**src/inc/scp_pkg.sv**
```systemverilog
`default_nettype none
package scp_pkg;
    localparam int ADDR_W = 4;
    localparam int DATA_W = 16;
    // register map
    localparam logic [3:0] A_MSTOP = 4'h0;
    localparam logic [3:0] A_CTRL = 4'h1;
    localparam logic [3:0] A_STATUS = 4'h2;
    localparam logic [3:0] A_TXBUF = 4'h3;
    localparam logic [3:0] A_RXBUF = 4'h4;
    localparam logic [3:0] A_PORT = 4'h5;
    localparam logic [3:0] A_CRCCTL = 4'h6;
    localparam logic [3:0] A_CRCIN = 4'h7;
    localparam logic [3:0] A_CRCOUT = 4'h8;
    // control fields
    localparam int B_TE = 0;
    localparam int B_RE = 1;
    localparam int B_TIE = 2;
    localparam int B_TRANSMIT_END_IRQ_ENABLE_BIT = 3;
    localparam int B_RIE = 4;
    localparam int B_SYNC = 5;
    localparam int B_IRE = 6;
    // status fields
    localparam int B_TRANSMIT_EMPTY_FLAG = 7;
    localparam int B_RECEIVE_FULL_FLAG = 6;
    localparam int B_OVERRUN_ERROR_FLAG = 5;
    localparam int B_FER = 4;
    localparam int B_PER = 3;
    localparam int B_TEND = 2;
    localparam int B_RER = 1;
    // port register fields
    localparam int B_PDR = 0;
    localparam int B_PDDR = 1;
    // crc control fields
    localparam int B_CLR = 7;
    localparam int B_LMS = 2;
    localparam logic [7:0] CRCCTL_RMASK = 8'h07;
    localparam logic [1:0] POLY_RSV = 2'h0;
    localparam logic [1:0] POLY_8 = 2'h1;
    localparam logic [1:0] POLY_16A = 2'h2;
    localparam logic [1:0] POLY_16B = 2'h3;
    // polynomial taps, reflected and normal
    localparam logic [15:0] P8_N = 16'h0007;
    localparam logic [15:0] P8_R = 16'h00e0;
    localparam logic [15:0] P16A_N = 16'h8005;
    localparam logic [15:0] P16A_R = 16'ha001;
    localparam logic [15:0] P16B_N = 16'h1021;
    localparam logic [15:0] P16B_R = 16'h8408;
    localparam logic [7:0] STATUS_RST = 8'h84;
    localparam logic [7:0] BYTE_ZERO = 8'h00;
    localparam logic [15:0] WORD_ZERO = 16'h0000;
    localparam logic [15:0] BAUD_DIV = 16'h0008;
    localparam logic [3:0] FRAME_BITS = 4'ha;
    localparam logic [3:0] SAMPLE_MID = 4'h4;
    localparam int CHANNEL_ID = 5;
endpackage
`default_nettype wire

```
**src/rtl/scp_top.sv**
```systemverilog
`timescale 1ns/1ns
`default_nettype none
module scp_top
    import scp_pkg::*;
#(
    parameter int CHAN = CHANNEL_ID
) (
    input wire logic CORE_CLK,
    input wire logic RST_N,
    input wire logic [scp_pkg::ADDR_W-1:0] ADDR,
    input wire logic [scp_pkg::DATA_W-1:0] WDATA,
    input wire logic WR,
    input wire logic RD,
    output logic [scp_pkg::DATA_W-1:0] RDATA,
    input wire logic STOP_REQ,
    input wire logic RXD,
    output logic TXD_O,
    output logic TXD_OE_N,
    output logic TXI_REQ,
    output logic RXI_REQ,
    output logic DTC_TXI,
    output logic DTC_RXI,
    input wire logic TX_ACK,
    input wire logic RX_ACK
);
    import scp_pkg::*;

    logic mstop_reg;
    logic [7:0] ctrl_reg;
    logic [7:0] status_reg;
    logic [7:0] txbuf_reg;
    logic [7:0] rxbuf_reg;
    logic [1:0] port_reg;
    logic [7:0] crcctl_reg;
    logic [7:0] crcin_reg;
    logic [15:0] crc_reg;
    logic [15:0] crc_next;
    logic [15:0] baud_cnt_reg;
    logic baud_tick;
    logic [3:0] tx_bit_reg;
    logic [9:0] tx_sh_reg;
    logic tx_line_reg;
    logic [3:0] rx_bit_reg;
    logic [3:0] rx_ph_reg;
    logic [8:0] rx_sh_reg;
    logic rx_busy_reg;
    logic rx_par_reg;
    logic halted;
    logic wr_ok;
    logic rd_ok;
    logic te;
    logic tx_load;
    logic rx_done;
    logic rx_err_any;
    logic [7:0] status_wmask;
    localparam logic [3:0] PH_LAST = 4'(BAUD_DIV - 16'h1);

    typedef enum logic [1:0] {TX_IDLE, TX_SHIFT} scp_tx_t;
    scp_tx_t tx_state_reg;

    assign halted = mstop_reg | STOP_REQ;
    assign wr_ok = WR & (~mstop_reg | (ADDR == A_MSTOP));
    assign rd_ok = RD & (~mstop_reg | (ADDR == A_MSTOP));
    assign te = ctrl_reg[B_TE];
    assign rx_err_any = status_reg[B_OVERRUN_ERROR_FLAG] | status_reg[B_FER] | status_reg[B_RER];
    assign tx_load = te & baud_tick & (tx_state_reg == TX_IDLE) & ~status_reg[B_TRANSMIT_EMPTY_FLAG]
        & ~(ctrl_reg[B_SYNC] & rx_err_any);
    assign rx_done = rx_busy_reg & (rx_bit_reg == FRAME_BITS - 4'h1) & (rx_ph_reg == SAMPLE_MID);
    assign status_wmask = WDATA[7:0];

    // module stop control
    always_ff @(posedge CORE_CLK) begin
        if (!RST_N) begin
            mstop_reg <= 1'b1;
        end else if (WR && ADDR == A_MSTOP) begin
            mstop_reg <= WDATA[0];
        end
    end

    always_ff @(posedge CORE_CLK) begin
        if (!RST_N) begin
            ctrl_reg <= BYTE_ZERO;
            port_reg <= 2'h0;
            txbuf_reg <= BYTE_ZERO;
        end else begin
            if (wr_ok && ADDR == A_CTRL) begin
                ctrl_reg <= WDATA[7:0];
            end
            if (wr_ok && ADDR == A_PORT) begin
                port_reg <= WDATA[1:0];
            end
            if (halted) begin
                txbuf_reg <= BYTE_ZERO;
            end else if (wr_ok && ADDR == A_TXBUF) begin
                txbuf_reg <= WDATA[7:0];
            end
        end
    end

    // baud divider enable
    always_ff @(posedge CORE_CLK) begin
        if (!RST_N || baud_cnt_reg == BAUD_DIV - 16'h1) begin
            baud_cnt_reg <= WORD_ZERO;
        end else begin
            baud_cnt_reg <= baud_cnt_reg + 16'h1;
        end
    end
    assign baud_tick = (baud_cnt_reg == BAUD_DIV - 16'h1);

    // transmitter
    always_ff @(posedge CORE_CLK) begin
        if (!RST_N || halted || !te) begin
            tx_state_reg <= TX_IDLE;
            tx_sh_reg <= 10'h3ff;
            tx_bit_reg <= 4'h0;
        end else begin
            case (tx_state_reg)
                TX_IDLE: begin
                    if (tx_load) begin
                        tx_sh_reg <= {1'b1, txbuf_reg, 1'b0};
                        tx_bit_reg <= 4'h0;
                        tx_state_reg <= TX_SHIFT;
                    end
                end
                TX_SHIFT: begin
                    if (baud_tick) begin
                        tx_sh_reg <= {1'b1, tx_sh_reg[9:1]};
                        if (tx_bit_reg == FRAME_BITS - 4'h1) begin
                            tx_state_reg <= TX_IDLE;
                        end else begin
                            tx_bit_reg <= tx_bit_reg + 4'h1;
                        end
                    end
                end
                default: tx_state_reg <= TX_IDLE;
            endcase
        end
    end

    // pin drive: port fallback when transmit disabled and not halted, driven high while halted
    always_ff @(posedge CORE_CLK) begin
        if (!RST_N) begin
            TXD_O <= 1'b1;
            TXD_OE_N <= 1'b1;
        end else if (halted) begin
            TXD_O <= 1'b1;
            TXD_OE_N <= 1'b0;
        end else if (!te) begin
            TXD_O <= port_reg[B_PDR];
            TXD_OE_N <= ~port_reg[B_PDDR];
        end else begin
            TXD_O <= (tx_state_reg == TX_SHIFT) ? tx_sh_reg[0] : 1'b1;
            TXD_OE_N <= 1'b0;
        end
    end

    // receiver, per-clock bit phase, continues through a break
    always_ff @(posedge CORE_CLK) begin
        if (!RST_N || halted || !ctrl_reg[B_RE]) begin
            rx_busy_reg <= 1'b0;
            rx_bit_reg <= 4'h0;
            rx_ph_reg <= 4'h0;
            rx_sh_reg <= 9'h0;
        end else if (!rx_busy_reg) begin
            if (!RXD) begin
                rx_busy_reg <= 1'b1;
                rx_bit_reg <= 4'h0;
                rx_ph_reg <= 4'h0;
            end
        end else begin
            rx_ph_reg <= (rx_ph_reg == PH_LAST) ? 4'h0 : rx_ph_reg + 4'h1;
            if (rx_ph_reg == SAMPLE_MID) begin
                rx_sh_reg <= {RXD, rx_sh_reg[8:1]};
                if (rx_bit_reg == FRAME_BITS - 4'h1) begin
                    rx_busy_reg <= 1'b0;
                end else begin
                    rx_bit_reg <= rx_bit_reg + 4'h1;
                end
            end
        end
    end

    always_ff @(posedge CORE_CLK) begin
        if (!RST_N || halted) begin
            rxbuf_reg <= BYTE_ZERO;
        end else if (rx_done && !status_reg[B_RECEIVE_FULL_FLAG]) begin
            rxbuf_reg <= rx_sh_reg[8:1];
        end
    end

    always_ff @(posedge CORE_CLK) begin
        rx_par_reg <= ^rx_sh_reg[8:1];
    end

    // status: hardware sets win over software clears
    always_ff @(posedge CORE_CLK) begin
        if (!RST_N || halted) begin
            status_reg <= STATUS_RST;
        end else begin
            if (wr_ok && ADDR == A_STATUS) begin
                status_reg <= status_reg & status_wmask;
            end
            if (TX_ACK) begin
                status_reg[B_TRANSMIT_EMPTY_FLAG] <= 1'b0;
            end
            if (wr_ok && ADDR == A_TXBUF) begin
                status_reg[B_TRANSMIT_EMPTY_FLAG] <= 1'b0;
            end
            if (RX_ACK || (rd_ok && ADDR == A_RXBUF)) begin
                status_reg[B_RECEIVE_FULL_FLAG] <= 1'b0;
            end
            if (tx_load) begin
                status_reg[B_TRANSMIT_EMPTY_FLAG] <= 1'b1;
                status_reg[B_TEND] <= 1'b0;
            end
            if (tx_state_reg == TX_SHIFT && baud_tick && tx_bit_reg == FRAME_BITS - 4'h1) begin
                status_reg[B_TEND] <= 1'b1;
            end
            if (rx_done) begin
                if (!RXD) begin
                    status_reg[B_FER] <= 1'b1;
                    status_reg[B_PER] <= ~rx_par_reg | status_reg[B_PER];
                end
                if (status_reg[B_RECEIVE_FULL_FLAG]) begin
                    status_reg[B_OVERRUN_ERROR_FLAG] <= 1'b1;
                end else if (RXD) begin
                    status_reg[B_RECEIVE_FULL_FLAG] <= 1'b1;
                end
            end
        end
    end

    // transfer requests
    always_ff @(posedge CORE_CLK) begin
        if (!RST_N) begin
            TXI_REQ <= 1'b0;
            RXI_REQ <= 1'b0;
            DTC_TXI <= 1'b0;
            DTC_RXI <= 1'b0;
        end else begin
            TXI_REQ <= ~halted & status_reg[B_TRANSMIT_EMPTY_FLAG] & te & ctrl_reg[B_TIE];
            RXI_REQ <= ~halted & status_reg[B_RECEIVE_FULL_FLAG] & ctrl_reg[B_RIE];
            DTC_TXI <= (CHAN < 5) & ~halted & status_reg[B_TRANSMIT_EMPTY_FLAG] & te & ctrl_reg[B_TIE];
            DTC_RXI <= (CHAN < 5) & ~halted & status_reg[B_RECEIVE_FULL_FLAG] & ctrl_reg[B_RIE];
        end
    end

    // crc byte engine, all eight bits per cycle
    always_comb begin
        logic [15:0] c;
        logic [15:0] tap;
        logic fb;
        c = crc_reg;
        tap = WORD_ZERO;
        fb = 1'b0;
        case (crcctl_reg[1:0])
            POLY_8: tap = crcctl_reg[B_LMS] ? P8_N : P8_R;
            POLY_16A: tap = crcctl_reg[B_LMS] ? P16A_N : P16A_R;
            POLY_16B: tap = crcctl_reg[B_LMS] ? P16B_N : P16B_R;
            default: tap = WORD_ZERO;
        endcase
        for (int i = 0; i < 8; i++) begin
            if (!crcctl_reg[B_LMS]) begin
                fb = c[0] ^ WDATA[i];
                c = {1'b0, c[15:1]} ^ (fb ? tap : WORD_ZERO);
            end else if (crcctl_reg[1:0] == POLY_8) begin
                fb = c[7] ^ WDATA[7-i];
                c = {8'h00, c[6:0], 1'b0} ^ (fb ? tap : WORD_ZERO);
            end else begin
                fb = c[15] ^ WDATA[7-i];
                c = {c[14:0], 1'b0} ^ (fb ? tap : WORD_ZERO);
            end
        end
        crc_next = (crcctl_reg[1:0] == POLY_RSV) ? crc_reg : c;
    end

    always_ff @(posedge CORE_CLK) begin
        if (!RST_N) begin
            crcctl_reg <= BYTE_ZERO;
            crcin_reg <= BYTE_ZERO;
            crc_reg <= WORD_ZERO;
        end else begin
            if (wr_ok && ADDR == A_CRCCTL) begin
                crcctl_reg <= WDATA[7:0] & CRCCTL_RMASK;
            end
            if (wr_ok && ADDR == A_CRCCTL && WDATA[B_CLR]) begin
                crc_reg <= WORD_ZERO;
            end else if (wr_ok && ADDR == A_CRCIN) begin
                crcin_reg <= WDATA[7:0];
                crc_reg <= crc_next;
            end else if (wr_ok && ADDR == A_CRCOUT) begin
                crc_reg <= WDATA;
            end
        end
    end

    // read port, data one cycle after strobe
    always_ff @(posedge CORE_CLK) begin
        if (!RST_N) begin
            RDATA <= WORD_ZERO;
        end else if (rd_ok) begin
            case (ADDR)
                A_MSTOP: RDATA <= {15'h0, mstop_reg};
                A_CTRL: RDATA <= {8'h00, ctrl_reg};
                A_STATUS: RDATA <= {8'h00, status_reg};
                A_TXBUF: RDATA <= {8'h00, txbuf_reg};
                A_RXBUF: RDATA <= {8'h00, rxbuf_reg};
                A_PORT: RDATA <= {14'h0, port_reg};
                A_CRCCTL: RDATA <= {8'h00, crcctl_reg};
                A_CRCIN: RDATA <= {8'h00, crcin_reg};
                A_CRCOUT: RDATA <= crc_reg;
                default: RDATA <= WORD_ZERO;
            endcase
        end else begin
            RDATA <= WORD_ZERO;
        end
    end
endmodule // scp_top
`default_nettype wire

```
**config.mk**
```make
export PLATFORM = sky130hd
export DESIGN_NAME = scp_top
export DESIGN_NICKNAME = d
export VERILOG_FILES = /design/src/inc/scp_pkg.sv /design/src/rtl/scp_top.sv
export SDC_FILE = /design/constraint.sdc
export NUM_CORES = 1
export LEC_CHECK = 0
export BUFFER_PORTS_ARGS = -buffer_cell sky130_fd_sc_hd__buf_2
export CORE_AREA = 10 10 149 151
export DETAILED_ROUTE_END_ITERATION = 7
export DIE_AREA = 0 0 159 161
export GPL_TIMING_DRIVEN = 0
export PLACE_DENSITY = 0.79
export SKIP_CTS_REPAIR_TIMING = 1
export SLEW_MARGIN = 20
export SYNTH_ARGS = -nofsm -noshare
export SYNTH_HDL_FRONTEND = slang
export SYNTH_SLANG_ARGS = --single-unit
```
**constraint.sdc**
```tcl
create_clock -name CORE_CLK -period 9.8 [get_ports CORE_CLK]
set_input_delay 0.49 -clock CORE_CLK [delete_from_list [all_inputs] [get_ports CORE_CLK]]
set_output_delay 0.49 -clock CORE_CLK [all_outputs]
set_load 0.02 [all_outputs]
```
# Word level (Yosys, flattened, before mapping)

Cells that the tools add are included.

Add/sub/neg operators: 4
Eq/ne operators: 25
Mux-type cells: 83
Bitwise operators: 76
Reduce and logical (&&, ||, !) cells: 42

Operators by type and width:

| kind                                           | count |
|---|---|
| two-way mux 16 bit                             | 44 |
| case mux 16 bit (9 select lines)               | 1 |
| XOR 15 x 16 -> 16 bit                          | 8 |
| XOR 16 bit                                     | 8 |
| XOR 8 x 16 -> 16 bit                           | 8 |
| case mux 16 bit (3 select lines)               | 1 |
| two-way mux 4 bit                              | 10 |
| == test 4 x 3 -> 1 bit, second input constant  | 6 |
| XOR 1 bit                                      | 24 |
| two-way mux 10 bit                             | 2 |
| case mux 10 bit (2 select lines)               | 1 |
| adder 16 x 1 -> 16 bit, second input constant  | 1 |
| == test 16 x 3 -> 1 bit, second input constant | 1 |
| two-way mux 8 bit                              | 2 |
| two-way mux 1 bit                              | 15 |
| AND 1 bit                                      | 14 |
| two-way mux 14 bit                             | 1 |
| logical AND 1 bit                              | 13 |
| adder 4 x 1 -> 4 bit, second input constant    | 3 |
| == test 4 bit, second input constant           | 3 |
| != test 2 bit, second input constant           | 5 |
| AND reduction 3 bit                            | 3 |
| AND 8 bit                                      | 1 |
| == test 4 x 2 -> 1 bit, second input constant  | 2 |
| 19 further kinds                               | 53 |

Flip-flop bits (word level): 133
Input bits: 28
Output and inout bits: 22
Logic and storage cells: 256

# Logic depth before layout (Yosys ltp)

Gate-level depths: netlist of run 1.

Depth in word-level cells: 43
Depth in mapped cells: 22
Gate-level depth less buffers: 17

# Worst setup path after synthesis of run 1

No wires, ideal clock.

Path kind: input-to-reg
Start: input port WDATA[1] (netlist name)
End: register crc_reg[12]
Library setup time: 127 ps
Arrival time: 5253 ps
Data required time: 9673 ps
Path slack: 4420 ps
Stages on the path: 20
Buffers on the path: 3
Path through: buf_2 > xor2_2 > xnor2_1 > nor2_1 > mux2_2 > or4_4 > a211o_1 > a21o_1 > and3_1 > o211a_1 > buf_2 > o21ai_1 > a21oi_2 > nor3_2 > mux2_1 > a221o_1 > buf_4 > a21boi_1 > o311a_1 > or3_1

Cells in the longest elaborated chain, start to end: 36

RTL lines:

| element                                            | line                           | source |
|---|---|---|
| from (decl)                                        | scp_top.sv:11                  | `input wire logic [scp_pkg::DATA_W-1:0] WDATA,` |
| XOR 1 bit                                          | scp_top.sv:264                 | `fb = c[0] ^ WDATA[i];` |
| two-way mux 16 bit                                 | scp_top.sv:265                 | `c = {1'b0, c[15:1]} ^ (fb ? tap : WORD_ZERO);` |
| XOR 15 x 16 -> 16 bit                              | scp_top.sv:265                 |  |
| two-way mux 16 bit                                 | scp_top.sv:263                 | `if (!crcctl_reg[B_LMS]) begin` |
| XOR 1 bit, on equally long branches                | scp_top.sv:270, scp_top.sv:267 |  |
| two-way mux 16 bit, on equally long branches       | scp_top.sv:271, scp_top.sv:268 |  |
| XOR 16 bit or XOR 8 x 16 -> 16 bit (tied branches) | scp_top.sv:271, scp_top.sv:268 |  |
| two-way mux 16 bit                                 | scp_top.sv:266                 | `end else if (crcctl_reg[1:0] == POLY_8) begin` |
| (+20 left out)                                     | -                              |  |
| two-way mux 16 bit (*)                             | scp_top.sv:263                 |  |
| XOR 1 bit, on equally long branches                | scp_top.sv:270, scp_top.sv:267 |  |
| two-way mux 16 bit, on equally long branches       | scp_top.sv:271, scp_top.sv:268 |  |
| XOR 16 bit or XOR 8 x 16 -> 16 bit (tied branches) | scp_top.sv:271, scp_top.sv:268 |  |
| two-way mux 16 bit                                 | scp_top.sv:266                 |  |
| two-way mux 16 bit (*)                             | scp_top.sv:263                 |  |
| two-way mux 16 bit (*)                             | scp_top.sv:274                 | `crc_next = (crcctl_reg[1:0] == POLY_RSV) ? crc_reg : c;` |
| two-way mux 16 bit (*)                             | scp_top.sv:288                 | `end else if (wr_ok && ADDR == A_CRCIN) begin` |
| to (signal assigned)                               | scp_top.sv:290                 | `crc_reg <= crc_next;` |
| to (decl)                                          | scp_top.sv:36                  | `logic [15:0] crc_reg;` |

Mark *: on every way between the ends. The rest lies on a longest branch, timed or not. The select of a mux whose other input is x is not followed.
A chain may end at the register's enable or synchronous reset.

# Worst setup path in the final report of run 1

Start: register crcctl_reg[2]
End: register crc_reg[12]

Cells in the longest elaborated chain, start to end: 43

RTL lines:

| element                                                 | line                           | source |
|---|---|---|
| from (decl)                                             | scp_top.sv:34                  | `logic [7:0] crcctl_reg;` |
| from (signal assigned)                                  | scp_top.sv:284                 | `crcctl_reg <= WDATA[7:0] & CRCCTL_RMASK;` |
| two-way mux 16 bit or two-way mux 8 bit (tied branches) | scp_top.sv:259, scp_top.sv:257 |  |
| case mux 16 bit (3 select lines)                        | scp_top.sv:256                 | `case (crcctl_reg[1:0])` |
| two-way mux 16 bit, on equally long branches            | scp_top.sv:271, scp_top.sv:268 |  |
| XOR 16 bit or XOR 8 x 16 -> 16 bit (tied branches)      | scp_top.sv:271, scp_top.sv:268 |  |
| two-way mux 16 bit                                      | scp_top.sv:266                 |  |
| two-way mux 16 bit                                      | scp_top.sv:263                 |  |
| XOR 1 bit, on equally long branches                     | scp_top.sv:270, scp_top.sv:267 |  |
| two-way mux 16 bit, on equally long branches            | scp_top.sv:271, scp_top.sv:268 |  |
| (+27 left out)                                          | -                              |  |
| two-way mux 16 bit                                      | scp_top.sv:263                 |  |
| XOR 1 bit, on equally long branches                     | scp_top.sv:270, scp_top.sv:267 |  |
| two-way mux 16 bit, on equally long branches            | scp_top.sv:271, scp_top.sv:268 |  |
| XOR 16 bit or XOR 8 x 16 -> 16 bit (tied branches)      | scp_top.sv:271, scp_top.sv:268 |  |
| two-way mux 16 bit                                      | scp_top.sv:266                 |  |
| two-way mux 16 bit (*)                                  | scp_top.sv:263                 |  |
| two-way mux 16 bit (*)                                  | scp_top.sv:274                 |  |
| two-way mux 16 bit (*)                                  | scp_top.sv:288                 |  |

Marked as above.

==> flow_summary.json, run 1 <==
{
  "status": "completed",
  "rsz0062_at_grt": "false",
  "synth-seq-cells": 130,
  "clock_path_buffers": 2,
  "slew_viol_final": 0,
  "cts_made_buffers": 17,
  "wl_um": 41600,
  "reg2reg_setup_slack_ns": 2.94,
  "ff2ff_path_depth": 19,
  "hold_depth": 2,
  "power_mw": 1.29,
  "cpPeakStageDelay_ns": 0.97,
  "n_antenna_cell": 0,
  "pwr_density_cell_nw_per_um2": 112,
  "synth_ff_type": "dfxtp_1",
  "grt_antenna_before_repair": 0,
  "cts_max_level": 4,
  "cp_slowest_cell": "xnor2_1",
  "hold_end": "TXD_OE_N",
  "avgRoutedWirePerCell_um": 23.6,
  "ir_drop_v": 0.000136,
  "post-dp-hpwl_um": 30900,
  "relSlewSlack_pct": 19.6,
  "antenna_left": 0,
  "setup_viol": 0,
  "coreArea_um2": 19200,
  "syn_inst": 1418,
  "grt_usage_pct": 30.8,
  "cts.sinks": 130,
  "dr.pass1.iters": 7,
  "finalCritPeriodShare_pct": 70.0,
  "num-nets-final": 1514,
  "setup_ws_ns": 2.94,
  "post-place-ws_ns": 3.40,
  "min_from": "STOP_REQ",
  "path_max_fanout": 10,
  "hold_violations": 0,
  "drt_iter0_markers": 1923,
  "cp_cell_sequence": "buf_4, clkbuf_1, inv_1, clkbuf_1, nor2_1, o2111ai_1, nand2_1, o31a_1, o32a_1, xnor2_1, o22ai_1, xnor2_1, o21ai_0, and2_1, a221o_1, buf_4, a21boi_1, o311a_1, or3_1",
  "grt.overflow.total": 0,
  "fin_tns_setup_ns": 0,
  "drc": 0,
  "cts_root_buf": "clkbuf_16",
  "drive_gt1_share_pct": 8.65,
  "clock_latency_ns": 0.42,
  "port-buffer-count": 41,
  "leakage_nw": 4.00,
  "cp-end-kind": "register",
  "avgSynthCellArea_um2": 7.30,
  "synth_edf_count": 0,
  "yosysWarnings": 0,
  "worstPathRequired_ns": 10.06,
  "place_congestion": 1.06,
  "yosysUniqueCellTypes": 88,
  "clock_skew_ns": 0.00665,
  "clk_pin_slew_ns": 0.06,
  "route.vias.total": 11600,
  "die_y_um": 161,
  "grt_max_degree": 17,
  "first_global_vias": 10600,
  "areaGrowthSynthToFinish_pct": 11.0,
  "arrival_ns": 7.12,
  "async_reset_ff_share_pct": 0,
  "tightestPinTransition_ns": 1.19,
  "die_w_um": 159,
  "r2r_end": "crc_reg[12]",
  "utilization_pct": 59.8,
  "die-area_um2": 25600,
  "seq_area_frac_synth_pct": 25.1,
  "max_clock_freq_mhz": 146,
  "syn-cell-area_um2": 10300,
  "r2r-start": "crcctl_reg[2]",
  "grt_pass1_wl_um": 62500,
  "initial_core_util_pct": 53.9,
  "viasPerCell": 6.63,
  "cap_violations": 0,
  "path_class": "register to register",
  "startpoint_type": "register",
  "row_count": 51,
  "ios": 50,
  "cts_tree": "built",
  "hold_path_class": "input pin to register",
  "period_needed_ns": 6.86
}
-- layer usage --
layer | track usage (%) | vias to the layer above | routed length (um)
li1 | - | 5222 | -
met1 | 41.2 | 5412 | 16700
met2 | 44.4 | 855 | 16800
met3 | 9.56 | 155 | 6050
met4 | 13.9 | 0 | 2010
met5 | 0 | - | 0
-- through the flow --
step | hold WS [ns] | instance area [um^2] | instances
2_1_floorplan | 0.418 | 10400 | 1419
3_3_place_gp | 0.427 | 10900 | 1725
3_5_place_dp | 0.437 | 10900 | 1725
4_1_cts | 0.322 | 11500 | 1757
5_1_grt | 0.326 | 11500 | 1757
6_report | 0.329 | 11500 | 1757
-- synthesized netlist by cell type (6+ instances only) --
cell type,instances,area (um^2)
o31ai_1,12,90.1
buf_4,8,60.1
o221ai_1,8,70.1
mux2_2,10,113
clkbuf_1,83,312
a21o_1,8,60.1
xnor2_1,78,683
a21boi_0,14,105
mux2i_1,47,470
o31a_1,7,61.3
nand4_1,19,119
or3_1,20,125
a21oi_1,94,470
or2_2,11,68.8
xor2_1,38,333
o211ai_1,19,143
inv_1,24,90.1
nand3_1,54,270
o22ai_1,9,56.3
nor3_1,41,205
nand2b_1,8,50.1
a221oi_1,11,96.3
buf_1,15,56.3
and2_1,19,119
o21a_1,8,60.1
a211oi_1,17,128
nor2b_1,22,138
and3_1,23,144
o21ai_1,8,40.0
nand2_1,171,642
ha_1,7,87.6
nor4_1,23,144
dfxtp_1,130,2600
nor2_1,165,619
o21ai_0,58,290
o211a_1,6,60.1
or4_1,6,45.0
-- worst max-delay path by stage --
| stage | end | slack [ns] | from | cells after the start |
|---|---|---|---|---|
| after CTS | crc_reg[12] | 3.39 | crcctl_reg[2] | 18 |
| final | crc_reg[12] | 2.94 | crcctl_reg[2] | 19 |
| after global routing | crc_reg[12] | 2.97 | crcctl_reg[2] | 19 |
| after global placement | crc_reg[12] | 3.35 | crcctl_reg[2] | 18 |
| after floorplan | crc_reg[12] | 4.42 | WDATA[1] | 20 |
| after detailed placement | crc_reg[12] | 3.40 | crcctl_reg[2] | 18 |
-- cells by family after synthesis --
family	synth area share, %
AOI/OAI and AO/OA	24.2
xor gates and xnor gates	11.3
adders and majority gates	0.846
buffers and inverters	5.36
DFF	25.1
muxes	5.74
other	0.0362
and+or+nand+nor	27.4
-- critical path, delay by kind of cell, from the launching register on --
| family | cells | cell delay [ns] |
|---|---|---|
| and+or+nand+nor | 4 | 1.70 |
| xor gates and xnor gates | 2 | 1.14 |
| DFF | 1 | 0.31 |
| AOI/OAI and AO/OA | 8 | 2.22 |
| buffers and inverters | 5 | 1.31 |
-- power breakdown --
group,internal (mW),switching (mW),leakage (nW)
clock network,0.396,0.240,0.286
registers,0.530,0.00147,1.05
logic,0.0364,0.0839,2.67
total,0.963,0.325,4.00
-- cell usage in the layout, fill, tap and decap left out, types with 17 or more instances in the layout --
master,n
o211ai_1,19
nor4_1,23
nor2_1,165
a211oi_1,17
or3_1,20
nor3_1,41
mux2i_1,47
nand4_1,19
clkbuf_1,84
and2_1,19
buf_2,46
clkbuf_16,17
nor2b_1,22
xor2_1,38
and3_1,23
xnor2_1,78
a21oi_1,94
dfxtp_1,130
nand2_1,171
inv_1,24
o21ai_0,58
nand3_1,54
-- area by class of cell --
| cell class | instances | area [um^2] |
|---|---|---|
| Tap cell | 265 | 332 |
| Multi-Input combinational cell | 1151 | 7200 |
| Inverter | 27 | 101 |
| Buffer | 111 | 453 |
| Clock buffer | 21 | 470 |
| Clock inverter | 11 | 128 |
| Fill cell | 1827 | 7720 |
| Timing Repair Buffer | 41 | 205 |
| Sequential cell | 130 | 2600 |
No activity file was read; power rests on OpenSTA's default activity.
==> run 2, diff against run 1 <==
PLACE_DENSITY = 0.82   (was 0.79)
clock period = 5.5 ns   (was 9.8 ns; I/O delays follow)
==> flow_summary.json, run 2 (synthesis results as in run 1) <==
{
  "status": "complete, but fails checks",
  "violations": "setup timing",
  "hold_violations": 0,
  "critPathBufInv": 3,
  "coreArea_um2": 19200,
  "max_clock_freq_mhz": 177,
  "cts_tree": "built",
  "antenna_left": 0,
  "wl_um": 43700,
  "areaGrowthSynthToFinish_pct": 16.8,
  "grt_pass1_wl_um": 64700,
  "cp_slowest_cell": "or4_4",
  "relSlewSlack_pct": 25.4,
  "clock_skew_ns": 0.00923,
  "cts_root_buf": "clkbuf_16",
  "leakage_nw": 4.27,
  "power_mw": 2.37,
  "finalCritPeriodShare_pct": 103,
  "slew_viol_final": 0,
  "cts_made_buffers": 17,
  "cp-end-kind": "register",
  "setup_viol": 3,
  "grt_usage_pct": 32.0,
  "die_y_um": 161,
  "place_congestion": 1.05,
  "first_global_vias": 10700,
  "path_max_fanout": 9,
  "path_class": "register to register",
  "cap_violations": 0,
  "grt_antenna_before_repair": 0,
  "startpoint_type": "register",
  "post-dp-hpwl_um": 31700,
  "dr.pass1.iters": 7,
  "cts.sinks": 130,
  "clk_pin_slew_ns": 0.06,
  "hold_slack_ns": 0.0835,
  "clock_path_buffers": 2,
  "die_w_um": 159,
  "drive_gt1_share_pct": 14.0,
  "ir_drop_v": 0.000210,
  "layout_common_cells": "nand2_1, nor2_1, dfxtp_1, a21oi_1, xnor2_1",
  "grt_max_degree": 17,
  "tightestPinTransition_ns": 1.11,
  "route.vias.total": 11900,
  "drc": 0,
  "post-place-ws_ns": -0.990,
  "hold_path_class": "input pin to register",
  "dp.cells": 1725,
  "port-buffer-count": 41,
  "num-nets-final": 1532,
  "cp_top_family": "simple AND/OR/NAND/NOR gates",
  "drt_iter0_markers": 1812,
  "cp_cell_sequence": "buf_4, xnor2_4, or4_4, and2_4, a311o_1, or4_4, o21ai_1, a211oi_1, or3_1, buf_6, xnor2_4, nand4_1, o21ai_2, nor3_4, mux2_4, a221o_1, buf_4, a21boi_1, o311a_1, or3_4",
  "stdcell_count": 1775,
  "reg2reg_setup_slack_ns": -0.15,
  "worstPathRequired_ns": 5.79,
  "clock_latency_ns": 0.43,
  "period_needed_ns": 5.65,
  "final_common_cell": "nand2_1",
  "row_count": 51,
  "avgRoutedWirePerCell_um": 24.6,
  "rsz0062_at_grt": "true",
  "cts_max_level": 4,
  "initial_core_util_pct": 53.9,
  "n_antenna_cell": 0,
  "grt.overflow.total": 0,
  "setup_ws_ns": -0.147,
  "cpPeakStageDelay_ns": 0.56,
  "fin_tns_setup_ns": -0.261,
  "viasPerCell": 6.71,
  "arrival_ns": 5.94,
  "die-area_um2": 25600,
  "ios": 50,
  "pwr_density_cell_nw_per_um2": 196
}
run 2: changes by cell type in the layout (fill, tap and decap cells not counted), sizes merged:
cell / change
clkinvlp: +1
clkbuf: -9
bufinv: +1
inv: +1
buf: +24
run 2: final timing paths:
kind                     end       startpoint  cells after the start
max              crc_reg[12]       crc_reg[0]                     20
min                 TXD_OE_N         STOP_REQ                      2
max reg2reg      crc_reg[12]       crc_reg[0]                     20
min reg2reg  baud_cnt_reg[0]  baud_cnt_reg[0]                      1
run 2: metal layers:
metal  track usage [%]  part of all wire [%]
met5                 0                     0
met4              12.5                   4.5
met3              10.7                    15
met2              46.5                    41
met1              42.8                    40
run 2: report_power, final:
group | total [mW] | switching, mW | internal (mW) | leakage [nW]
sequential | 0.948 | 0.00302 | 0.945 | 1.05
combinational | 0.238 | 0.159 | 0.0788 | 2.93
clock | 1.18 | 0.453 | 0.729 | 0.290
total | 2.37 | 0.615 | 1.75 | 4.27
run 2: area by class of cell:
| cell class | count | area (um^2) |
|---|---|---|
| Inverter | 27 | 101 |
| Multi-Input combinational cell | 1151 | 7580 |
| Timing Repair Buffer | 63 | 370 |
| Clock inverter | 14 | 178 |
| Buffer | 107 | 477 |
| Tap cell | 265 | 332 |
| Fill cell | 1692 | 7120 |
| Clock buffer | 18 | 439 |
| Sequential cell | 130 | 2610 |
run 2: stage by stage:
| stage | utilization [%] | cell area [um^2] |
|---|---|---|
| finish | 62.9 | 12100 |
| global route | 62.9 | 12100 |
| CTS | 59.9 | 11500 |
| detailed placement | 56.7 | 10900 |
| global placement | 56.7 | 10900 |
| floorplan | - | 10400 |
